`src/rtl/gocr_pkg.sv`:
```
// Constants, codes and states of the gyro offset and command register bank.
// Contract
// With compensation on, add each axis offset to filtered and pre-filtered rate.
// Offsets are 10-bit signed: low bytes at 0x74..0x76, high pairs at 0x77.
// Bit 7 of byte 0x77 enables compensation; clear passes rate unmodified.
// Offset unit is 0.12 deg/s times two to the range setting.
// Offsets reload from persistent memory after power-on and soft reset.
// Code 0x03 runs fast calibration; results land in the offset bytes.
// While a command runs, new command writes drop, except soft reset.
// A dropped command write sets the dropped-command flag at 0x02; a drop in the ST_BOOT cycle does not set it.
// Suspend to normal or fast start-up keeps commands busy about 55 ms.
// Soft reset with sensor restart adds 300 us start-up to switching time.
// Codes 0x14, 0x15, 0x17 set gyro power mode; 0x16 is reserved.
// Software issues 0x11 before programming memory; 0x10 returns to suspend.
// Code 0xA0 copies persistent-backed registers into persistent memory.
// Code 0xB0 empties the sample queue, leaving its settings alone.
// Code 0xB6 resets and reboots; settings return to defaults or stored values.
// Undefined command codes are ignored and do nothing.
// Command register is write-only, resets to 0x00, works in every mode.
// Memory programming needs the enable bit at 0x6A set by software.
// The reserved power code is ignored: no busy time, no error flag.
// Offset bytes stay stable while calibration or programming runs.
package gocr_pkg;
  localparam int unsigned CLK_HZ = 50_000_000;
  localparam int unsigned PMU_WAKE_MS = 55;
  localparam int unsigned PMU_WAKE_CYC = PMU_WAKE_MS * (CLK_HZ / 1000);
  localparam int unsigned SYS_START_US = 300;
  localparam int unsigned SYS_START_CYC = SYS_START_US * (CLK_HZ / 1_000_000);
  localparam int unsigned TIMER_W = 22;
  localparam int unsigned ADDR_W = 10;
  // Register indices; the byte address is four times the index.
  localparam logic [7:0] IDX_ERR = 8'h02;
  localparam logic [7:0] IDX_PMU_STAT = 8'h03;
  localparam logic [7:0] IDX_CONF = 8'h6a;
  localparam logic [7:0] IDX_PSETUP = 8'h70;
  localparam logic [7:0] IDX_OFF_X = 8'h74;
  localparam logic [7:0] IDX_OFF_Y = 8'h75;
  localparam logic [7:0] IDX_OFF_Z = 8'h76;
  localparam logic [7:0] IDX_OFF_HI = 8'h77;
  localparam logic [7:0] IDX_CMD = 8'h7e;
  // Field positions.
  localparam int unsigned ERR_DROP_BIT = 6;
  localparam int unsigned CONF_PROG_BIT = 1;
  localparam int unsigned PSETUP_RANGE_LSB = 6;
  localparam int unsigned HI_EN_BIT = 7;
  localparam int unsigned HI_RSVD_BIT = 6;
  localparam int unsigned STAT_BUSY_BIT = 7;
  localparam int unsigned STAT_GYR_LSB = 2;
  localparam int unsigned STAT_GEN_BIT = 0;
  // Reset values.
  localparam logic [7:0] CMD_RST = 8'h00;
  localparam logic [7:0] CONF_RST = 8'h00;
  localparam logic [7:0] OFF_RST = 8'h00;
  localparam logic [1:0] RANGE_RST = 2'h0;
  // Command codes.
  localparam logic [7:0] CMD_FOC = 8'h03;
  localparam logic [7:0] CMD_GEN_SUSP = 8'h10;
  localparam logic [7:0] CMD_GEN_NORM = 8'h11;
  localparam logic [7:0] CMD_GYR_SUSP = 8'h14;
  localparam logic [7:0] CMD_GYR_NORM = 8'h15;
  localparam logic [7:0] CMD_GYR_FSUP = 8'h17;
  localparam logic [7:0] CMD_PROG = 8'ha0;
  localparam logic [7:0] CMD_FLUSH = 8'hb0;
  localparam logic [7:0] CMD_SRST = 8'hb6;
  localparam logic [1:0] PMU_SUSPEND = 2'h0;
  typedef enum logic [2:0] {
    ST_IDLE = 3'b000,
    ST_TIMER = 3'b001,
    ST_FOC = 3'b010,
    ST_NVM = 3'b011,
    ST_SRST = 3'b100,
    ST_BOOT = 3'b101
  } gocr_state_t;
endpackage

```
`src/rtl/gocr_regs.sv`:
```
// Gyro offset compensation and command register bank behind an APB slave.
//
// Our own choice: register access over APB.
`timescale 1ns/100ps
`default_nettype none
module gocr_regs #(
  parameter int unsigned DW = 16,
  parameter int unsigned WAKE_CYC = gocr_pkg::PMU_WAKE_CYC,
  parameter int unsigned START_CYC = gocr_pkg::SYS_START_CYC
) (
  input wire logic pclk,
  input wire logic presetn,
  input wire logic psel,
  input wire logic penable,
  input wire logic pwrite,
  input wire logic [gocr_pkg::ADDR_W-1:0] paddr,
  input wire logic [31:0] pwdata,
  output logic [31:0] prdata,
  output logic pready,
  output logic pslverr,
  input wire logic [3*DW-1:0] rate_filt_in,
  input wire logic [3*DW-1:0] rate_pre_in,
  output logic [3*DW-1:0] rate_filt_out,
  output logic [3*DW-1:0] rate_pre_out,
  input wire logic [31:0] nvm_offset_image,
  input wire logic [7:0] nvm_setup_image,
  output logic nvm_prog_start,
  output logic [31:0] nvm_offset_data,
  output logic [7:0] nvm_setup_data,
  input wire logic nvm_done,
  output logic foc_start,
  input wire logic foc_done,
  input wire logic [29:0] foc_result,
  output logic fifo_flush,
  output logic [1:0] gyr_pmu_mode,
  output logic gen_pmu_normal,
  output logic cmd_busy
);
  localparam int unsigned TW = gocr_pkg::TIMER_W;

  initial
  begin
    if (DW < 13 || WAKE_CYC < 1 || START_CYC < 1 ||
        WAKE_CYC + START_CYC >= (1 << TW))
      $error("gocr_regs: parameter out of range");
  end

  gocr_pkg::gocr_state_t state_ff, nxt_state;
  logic [TW-1:0] timer_ff, nxt_timer;
  logic [7:0] off_lo_ff [3];
  logic [7:0] off_hi_ff;
  logic [1:0] range_ff;
  logic [7:0] conf_ff;
  logic drop_err_ff;
  logic [1:0] gyr_mode_ff;
  logic gen_mode_ff;
  logic foc_start_ff, nvm_prog_ff, fifo_flush_ff;
  logic [31:0] prdata_ff;
  logic slverr_ff;
  logic [DW-1:0] filt_ff [3];
  logic [DW-1:0] pre_ff [3];

  function automatic logic is_mapped(input logic [7:0] idx);
    is_mapped = idx == gocr_pkg::IDX_ERR || idx == gocr_pkg::IDX_PMU_STAT ||
      idx == gocr_pkg::IDX_CONF || idx == gocr_pkg::IDX_PSETUP ||
      idx == gocr_pkg::IDX_OFF_X || idx == gocr_pkg::IDX_OFF_Y ||
      idx == gocr_pkg::IDX_OFF_Z || idx == gocr_pkg::IDX_OFF_HI ||
      idx == gocr_pkg::IDX_CMD;
  endfunction

  function automatic logic is_defined(input logic [7:0] c);
    is_defined = c == gocr_pkg::CMD_FOC || c == gocr_pkg::CMD_GEN_SUSP ||
      c == gocr_pkg::CMD_GEN_NORM || c == gocr_pkg::CMD_GYR_SUSP ||
      c == gocr_pkg::CMD_GYR_NORM || c == gocr_pkg::CMD_GYR_FSUP ||
      c == gocr_pkg::CMD_PROG || c == gocr_pkg::CMD_FLUSH ||
      c == gocr_pkg::CMD_SRST;
  endfunction

  // Offset scaled to rate units: sign extended, then shifted by range.
  function automatic logic [DW-1:0] scaled(input logic [9:0] v,
                                          input logic [1:0] r);
    logic [DW-1:0] e;
    e = {{(DW-10){v[9]}}, v};
    scaled = e << r;
  endfunction

  wire logic [7:0] idx = paddr[gocr_pkg::ADDR_W-1:2];
  wire logic apb_setup = psel && !penable;
  wire logic apb_acc = psel && penable;
  wire logic apb_wr = apb_acc && pwrite && is_mapped(idx);
  wire logic cmd_wr = apb_wr && idx == gocr_pkg::IDX_CMD;
  wire logic [7:0] code = pwdata[7:0];
  wire logic srst = cmd_wr && code == gocr_pkg::CMD_SRST;
  wire logic accept = cmd_wr && is_defined(code) &&
    (state_ff == gocr_pkg::ST_IDLE || srst);
  wire logic drop = cmd_wr && is_defined(code) &&
    state_ff != gocr_pkg::ST_IDLE && !srst;
  wire logic boot = state_ff == gocr_pkg::ST_BOOT;
  wire logic off_frozen = state_ff == gocr_pkg::ST_FOC ||
    state_ff == gocr_pkg::ST_NVM;
  wire logic foc_finish = state_ff == gocr_pkg::ST_FOC && foc_done && !srst;
  wire logic comp_en = off_hi_ff[gocr_pkg::HI_EN_BIT];

  assign pready = 1'b1;
  assign prdata = prdata_ff;
  assign pslverr = slverr_ff;
  assign foc_start = foc_start_ff;
  assign nvm_prog_start = nvm_prog_ff;
  assign fifo_flush = fifo_flush_ff;
  assign gyr_pmu_mode = gyr_mode_ff;
  assign gen_pmu_normal = gen_mode_ff;
  assign cmd_busy = state_ff != gocr_pkg::ST_IDLE;
  assign nvm_offset_data = {off_hi_ff, off_lo_ff[2], off_lo_ff[1],
                            off_lo_ff[0]};
  assign nvm_setup_data = {range_ff, 6'h00};

  // Command sequencer; soft reset preempts whatever is running.
  always_comb
  begin
    nxt_state = state_ff;
    nxt_timer = timer_ff;
    if (srst)
    begin
      nxt_state = gocr_pkg::ST_SRST;
      nxt_timer = TW'(START_CYC - 1);
      if (gyr_mode_ff != gocr_pkg::PMU_SUSPEND)
        nxt_timer = TW'(START_CYC + WAKE_CYC - 1);
    end
    else
    begin
      unique case (state_ff)
        gocr_pkg::ST_IDLE:
        begin
          if (accept)
          begin
            nxt_state = gocr_pkg::ST_TIMER;
            nxt_timer = '0;
            if (code == gocr_pkg::CMD_FOC)
              nxt_state = gocr_pkg::ST_FOC;
            else if (code == gocr_pkg::CMD_PROG &&
                     conf_ff[gocr_pkg::CONF_PROG_BIT])
              nxt_state = gocr_pkg::ST_NVM;
            else if ((code == gocr_pkg::CMD_GYR_NORM ||
                      code == gocr_pkg::CMD_GYR_FSUP) &&
                     gyr_mode_ff == gocr_pkg::PMU_SUSPEND)
              nxt_timer = TW'(WAKE_CYC - 1);
          end
        end
        gocr_pkg::ST_TIMER, gocr_pkg::ST_SRST:
        begin
          if (timer_ff == '0)
            nxt_state = (state_ff == gocr_pkg::ST_SRST) ?
              gocr_pkg::ST_BOOT : gocr_pkg::ST_IDLE;
          else
            nxt_timer = timer_ff - 1'b1;
        end
        gocr_pkg::ST_FOC:
          if (foc_done)
            nxt_state = gocr_pkg::ST_IDLE;
        gocr_pkg::ST_NVM:
          if (nvm_done)
            nxt_state = gocr_pkg::ST_IDLE;
        gocr_pkg::ST_BOOT:
          nxt_state = gocr_pkg::ST_IDLE;
        default:
          nxt_state = gocr_pkg::ST_BOOT;
      endcase
    end
  end

  // Power-on goes through the boot state so the stored offsets get loaded.
  always_ff @(posedge pclk or negedge presetn)
  begin
    if (!presetn)
    begin
      state_ff <= gocr_pkg::ST_BOOT;
      timer_ff <= '0;
    end
    else
    begin
      state_ff <= nxt_state;
      timer_ff <= nxt_timer;
    end
  end

  // One-cycle command strobes toward the sensor core.
  always_ff @(posedge pclk or negedge presetn)
  begin
    if (!presetn)
    begin
      foc_start_ff <= 1'b0;
      nvm_prog_ff <= 1'b0;
      fifo_flush_ff <= 1'b0;
    end
    else
    begin
      foc_start_ff <= accept && code == gocr_pkg::CMD_FOC;
      nvm_prog_ff <= accept && code == gocr_pkg::CMD_PROG &&
        conf_ff[gocr_pkg::CONF_PROG_BIT];
      fifo_flush_ff <= accept && code == gocr_pkg::CMD_FLUSH;
    end
  end

  // Power modes; the reserved code never reaches here as it is undefined.
  always_ff @(posedge pclk or negedge presetn)
  begin
    if (!presetn)
    begin
      gyr_mode_ff <= gocr_pkg::PMU_SUSPEND;
      gen_mode_ff <= 1'b0;
    end
    else if (boot)
    begin
      gyr_mode_ff <= gocr_pkg::PMU_SUSPEND;
      gen_mode_ff <= 1'b0;
    end
    else if (accept && code[7:2] == gocr_pkg::CMD_GYR_SUSP[7:2])
      gyr_mode_ff <= code[1:0];
    else if (accept && code[7:1] == gocr_pkg::CMD_GEN_SUSP[7:1])
      gen_mode_ff <= code[0];
  end

  // Offset bytes: boot load, calibration result, then software writes.
  always_ff @(posedge pclk or negedge presetn)
  begin
    if (!presetn)
    begin
      for (int a = 0; a < 3; a++)
        off_lo_ff[a] <= gocr_pkg::OFF_RST;
      off_hi_ff <= gocr_pkg::OFF_RST;
      range_ff <= gocr_pkg::RANGE_RST;
    end
    else if (boot)
    begin
      for (int a = 0; a < 3; a++)
        off_lo_ff[a] <= nvm_offset_image[8*a +: 8];
      off_hi_ff <= nvm_offset_image[31:24] &
        ~(8'h01 << gocr_pkg::HI_RSVD_BIT);
      range_ff <= nvm_setup_image[gocr_pkg::PSETUP_RANGE_LSB +: 2];
    end
    else if (foc_finish)
    begin
      for (int a = 0; a < 3; a++)
      begin
        off_lo_ff[a] <= foc_result[10*a +: 8];
        off_hi_ff[2*a +: 2] <= foc_result[10*a+8 +: 2];
      end
    end
    else if (apb_wr && !off_frozen)
    begin
      // Calibration and programming own the bytes while they run.
      for (int a = 0; a < 3; a++)
        if (idx == gocr_pkg::IDX_OFF_X + 8'(a))
          off_lo_ff[a] <= pwdata[7:0];
      if (idx == gocr_pkg::IDX_OFF_HI)
        off_hi_ff <= pwdata[7:0] & ~(8'h01 << gocr_pkg::HI_RSVD_BIT);
      if (idx == gocr_pkg::IDX_PSETUP)
        range_ff <= pwdata[gocr_pkg::PSETUP_RANGE_LSB +: 2];
    end
  end

  // Configuration and the dropped-command flag; a new drop beats read-clear.
  always_ff @(posedge pclk or negedge presetn)
  begin
    if (!presetn)
    begin
      conf_ff <= gocr_pkg::CONF_RST;
      drop_err_ff <= 1'b0;
    end
    else if (boot)
    begin
      conf_ff <= gocr_pkg::CONF_RST;
      drop_err_ff <= 1'b0;
    end
    else
    begin
      if (apb_wr && idx == gocr_pkg::IDX_CONF)
        conf_ff <= pwdata[7:0] & (8'h01 << gocr_pkg::CONF_PROG_BIT);
      if (drop)
        drop_err_ff <= 1'b1;
      else if (apb_acc && !pwrite && idx == gocr_pkg::IDX_ERR)
        drop_err_ff <= 1'b0;
    end
  end

  // Read data is captured in the setup phase so the access needs no wait.
  always_ff @(posedge pclk or negedge presetn)
  begin
    if (!presetn)
    begin
      prdata_ff <= '0;
      slverr_ff <= 1'b0;
    end
    else if (apb_setup)
    begin
      prdata_ff <= '0;
      slverr_ff <= !is_mapped(idx);
      unique case (idx)
        gocr_pkg::IDX_ERR:
          prdata_ff[gocr_pkg::ERR_DROP_BIT] <= drop_err_ff;
        gocr_pkg::IDX_PMU_STAT:
          prdata_ff[7:0] <= {cmd_busy, 3'h0, gyr_mode_ff, 1'b0, gen_mode_ff};
        gocr_pkg::IDX_CONF:
          prdata_ff[7:0] <= conf_ff;
        gocr_pkg::IDX_PSETUP:
          prdata_ff[7:0] <= nvm_setup_data;
        gocr_pkg::IDX_OFF_X, gocr_pkg::IDX_OFF_Y, gocr_pkg::IDX_OFF_Z:
          prdata_ff[7:0] <= off_lo_ff[idx[1:0]];
        gocr_pkg::IDX_OFF_HI:
          prdata_ff[7:0] <= off_hi_ff;
        default:
          prdata_ff <= '0;
      endcase
    end
  end

  // Rate path; the sum wraps, so large offsets at wide range can overflow.
  for (genvar a = 0; a < 3; a++)
  begin : g_axis
    wire logic [9:0] off = {off_hi_ff[2*a +: 2], off_lo_ff[a]};
    wire logic [DW-1:0] add = comp_en ? scaled(off, range_ff) : '0;
    always_ff @(posedge pclk or negedge presetn)
    begin
      if (!presetn)
      begin
        filt_ff[a] <= '0;
        pre_ff[a] <= '0;
      end
      else
      begin
        filt_ff[a] <= rate_filt_in[DW*a +: DW] + add;
        pre_ff[a] <= rate_pre_in[DW*a +: DW] + add;
      end
    end
    assign rate_filt_out[DW*a +: DW] = filt_ff[a];
    assign rate_pre_out[DW*a +: DW] = pre_ff[a];
  end
endmodule
`default_nettype wire

```
`config.mk`:
```
export PLATFORM = sky130hd
export DESIGN_NAME = gocr_regs
export DESIGN_NICKNAME = d
export VERILOG_FILES = /design/src/rtl/gocr_pkg.sv /design/src/rtl/gocr_regs.sv
export SDC_FILE = /design/constraint.sdc
export NUM_CORES = 1
export LEC_CHECK = 0
export CAP_MARGIN = 20
export CORE_ASPECT_RATIO = 0.8
export CORE_MARGIN = 8
export CORE_UTILIZATION = 32
export DETAILED_ROUTE_END_ITERATION = 10
export DONT_BUFFER_PORTS = 1
export GPL_ROUTABILITY_DRIVEN = 0
export PLACE_DENSITY = 0.55
export RECOVER_POWER = 100
export SETUP_SLACK_MARGIN = 0.15
export SLEW_MARGIN = 20
export SYNTH_ARGS = -nofsm -noshare
export SYNTH_HDL_FRONTEND = slang
export SYNTH_SLANG_ARGS = --single-unit
```
`constraint.sdc`:
```
create_clock -name pclk -period 8.51 [get_ports pclk]
set_input_delay 1.2765 -clock pclk [delete_from_list [all_inputs] [get_ports pclk]]
set_output_delay 1.2765 -clock pclk [all_outputs]
set_load 0.005 [all_outputs]
```
==> summary.txt <==
Critical path
  – Worst Setup Path Type: flop to flop
  – CP peak stage delay: about 1500 ps
  – Arrival @ worst endpoint: 5270 ps
  – CP Capture Type: flop
  – Startpoint Class: flop
  – Max FO, Critical Path: 40
  – CP Cell Sequence: nor2b_1 -> nand2_1 -> o21ai_0 -> and2_0 -> ha_1 -> a211oi_1 -> o21ai_0 -> a2111oi_0 -> o31ai_1 -> a21oi_1 -> xnor2_1
  – Crit-path slowest cell: dfrtp_1
  – Cell mode on critical path: o21ai_0
  – CP required: 8910 ps
  – Reg-to-reg slack, setup: roughly 3600 ps

STA
  – Peak Freq: between 0.2 and 0.25 GHz
  – Unrepaired setup endpoints after global routing: no
  – Max-slew violation count: 100
  – Final setup violation count: 0
  – Slew @ Worst Pin: between 1500 and 2000 ps
  – Worst clock skew: 14.3 ps
  – Hold Fails Final Rpt: 0
  – Crit path time final: 4870 ps
  – Hold slack: 502 ps
  – Final worst-path cycle share: 0.572
  – Max-slew headroom: -0.146
  – Total Negative Setup Slacks: 0 ps

Yosys
  – EDFF count, synth: 0
  – Synth Flop Type: dfrtp_1
  – Library cells used by synthesis: between 70 and 80
  – Post-synth ARST share: 1.00
  – Seq cells post-synth: about 170
  – Cell Area, Synth: about 12000 um^2
  – Sequential-to-total area share from yosys stat: 0.347
  – Avg Cell Area, Syn: around 9.4 um^2
  – Ys Warns: 0
  – Mapped Cells: 1310

Global route
  – First-pass GRT wire length: around 67000 um
  – Tot GR Track Use: 0.198
  – Largest net degree at the start of global routing: 172
  – Vias in the first global route: between 10000 and 15000
  – Grt ovf: 0
  – Initial antenna violation count: 6

Clock tree
  – Clock Latency Late Sink: between 400 and 500 ps
  – CTS Buffer Depth: 2
  – Total CTS buffers: 17
  – Root buf cell: clkbuf_16
  – Clk sinks: 171
  – Setup Fix Bufs, Post-CTS: 0
  – CTS Hold Bufs: 0
  – TritonCTS clock tree: yes
  – Clock transition at path regs: ~80 ps
  – H-tree depth: 4
  – # resized after CTS: 0

Drt
  – DRC viols: 0
  – WL/cell: 25.3 um
  – Total Wirelength: around 46000 um
  – Initial DRC count: approximately 750
  – Drt pass-1 iters: 5
  – DRT antenna net count: 0
  – Via density: a little under 6
  – Via count: roughly 10000

Status
  – Status: complete, but fails checks
  – Failing checks: max-capacitance violations, max-slew violations

Floorplan
  – Die width: about 240 um
  – Initial core utilization: 0.323
  – Die extent in y: 192 um
  – CORE AREA: 38100 um^2
  – Cell row count: 64
  – Boundary pin count: a little under 400
  – Die area: between 40000 and 50000 um^2

Pwr
  – Switch Pwr: 2.04 mW
  – Clock power share: 0.181
  – Int Pwr: ~2.6 mW
  – Peak VDD IR: approximately 0.00016 V
  – Comb power frac: 0.462
  – Sequential power share: 0.357
  – Pleak: 5.76 nW
  – P per Cell Area: 351 nW/um^2
  – Switching share of power: 0.439
  – Pwr Total: ~4.6 mW

Placed design
  – Dpl cell area: roughly 13000 um^2
  – Dpl hpwl: 35300 um
  – Number of port buffers: 0

Final layout
  – Layout Area Growth over Synthesis: 7.55%
  – Area of all placed cells without fillers: ~13000 um^2
  – Fin util: 0.348
  – Layout cell share with drive strength beyond 1: 0.0545
  – Final #Nets: ~1600

Run
  – Reported max-cap violation count: 3

Hold path
  – Worst hold path type: input pin to asynchronous set/reset pin
-- per-layer routing --
| layer | wire, um | vias up | global-route usage |
|---|---|---|---|
| li1 | - | 4810 | - |
| met1 | 19900 | 5097 | 0.256 |
| met2 | 21200 | 421 | 0.316 |
| met3 | 3620 | 48 | 0.0624 |
| met4 | 868 | 4 | 0.0566 |
| met5 | 23 | - | 0 |
-- metrics by stage --
stage               setup slack (ps)  cells
finish                          3640   1802
global route                    3210   1801
CTS                             4290   1798
detailed placement              4310   1766
global placement                4290   1766
floorplan                       4720   1340
-- sequential cells by signal, summed over array words and instances, names as in the netlist, 2 cells and up --
register and flops:
rate_filt_out 48, rate_pre_out 48, nvm_offset_data 24, timer_ff 22, prdata 8, off_hi_ff 7, state_ff 3, gyr_pmu_mode 2
range_ff 2
-- cell usage after synthesis, types with 16 or more instances --
cell type	count	share of area
o31ai_1	18	0.011
mux4_2	18	0.033
nand2_1	88	0.027
nor3_1	37	0.015
nand2b_1	18	0.0091
nor2_1	63	0.019
o21a_1	29	0.018
a21oi_1	91	0.037
dfrtp_1	169	0.34
nor2b_1	18	0.0091
a211oi_1	27	0.016
mux2i_1	25	0.020
xor2_1	17	0.012
buf_4	32	0.019
and2_1	33	0.017
o21ai_0	78	0.032
inv_1	57	0.017
ha_1	91	0.092
xnor2_1	58	0.041
clkbuf_1	32	0.0097
a21o_1	16	0.0097
nand3_1	33	0.013
a31oi_1	16	0.0081
-- path summary, 6_finish.rpt --
kind	cells after the start	to	startpoint
max	11	rate_pre_out[47]	range_ff[1]
min reg2reg	2	timer_ff[11]	timer_ff[11]
min in group pclk	2	timer_ff[11]	timer_ff[11]
max in group asynchronous	0	state_ff[0]	presetn
max reg2reg	11	rate_pre_out[47]	range_ff[1]
min	0	rate_pre_out[31]	presetn
-- placed cells by master, fill, tap and decap left out, drive strengths merged, types with 29 or more instances in the layout --
master  count
a21oi      92
o21ai      81
nor2       64
conb       32
inv        62
ha         91
and2       33
xnor2      58
nor3       38
dfrtp     169
nand2      88
o21a       29
nand3      36
-- cell type report --
| cell class | instances | area (um^2) |
|---|---|---|
| clock inverter | 12 | 161 |
| antenna | 4 | 10.0 |
| multi-input combinational | 1034 | 7460 |
| timing repair buffer | 9 | 56.3 |
| sequential | 171 | 4280 |
| fill | 3891 | 24900 |
| tap | 495 | 619 |
| clock buffer | 20 | 447 |
| inverter | 57 | 214 |
-- power groups by stage --
| stage | Sequential [mW] | Combinational [mW] | Clock, mW |
|---|---|---|---|
| global route | 1.71 | 2.39 | 0.897 |
| global placement | 1.69 | 2.10 | 0 |
| detailed placement | 1.69 | 2.14 | 0 |
| finish | 1.66 | 2.15 | 0.841 |
| floorplan | 1.40 | 1.74 | 0 |
| CTS | 1.68 | 2.15 | 0.867 |
-- worst max-delay path, delay by kind of cell (launching register included) --
kind / cells / cell delay (ps)
AOI/OAI and AO/OA: 6 / 2110
xor gates and xnor gates: 1 / 140
adders and majority gates: 1 / 270
DFF: 1 / 1470
and+or+nand+nor: 3 / 760
-- kinds of logic after synthesis --
logic type | Yosys count | synth area share
buffers and inverters | 135 | 0.0527
xor gates and xnor gates | 75 | 0.0533
and+or+nand+nor | 367 | 0.156
AOI/OAI and AO/OA | 414 | 0.229
adders and majority gates | 97 | 0.102
other | 2 | 0.000609
DFF | 171 | 0.347
muxes | 49 | 0.0587
(Power assumes the default switching activity.)
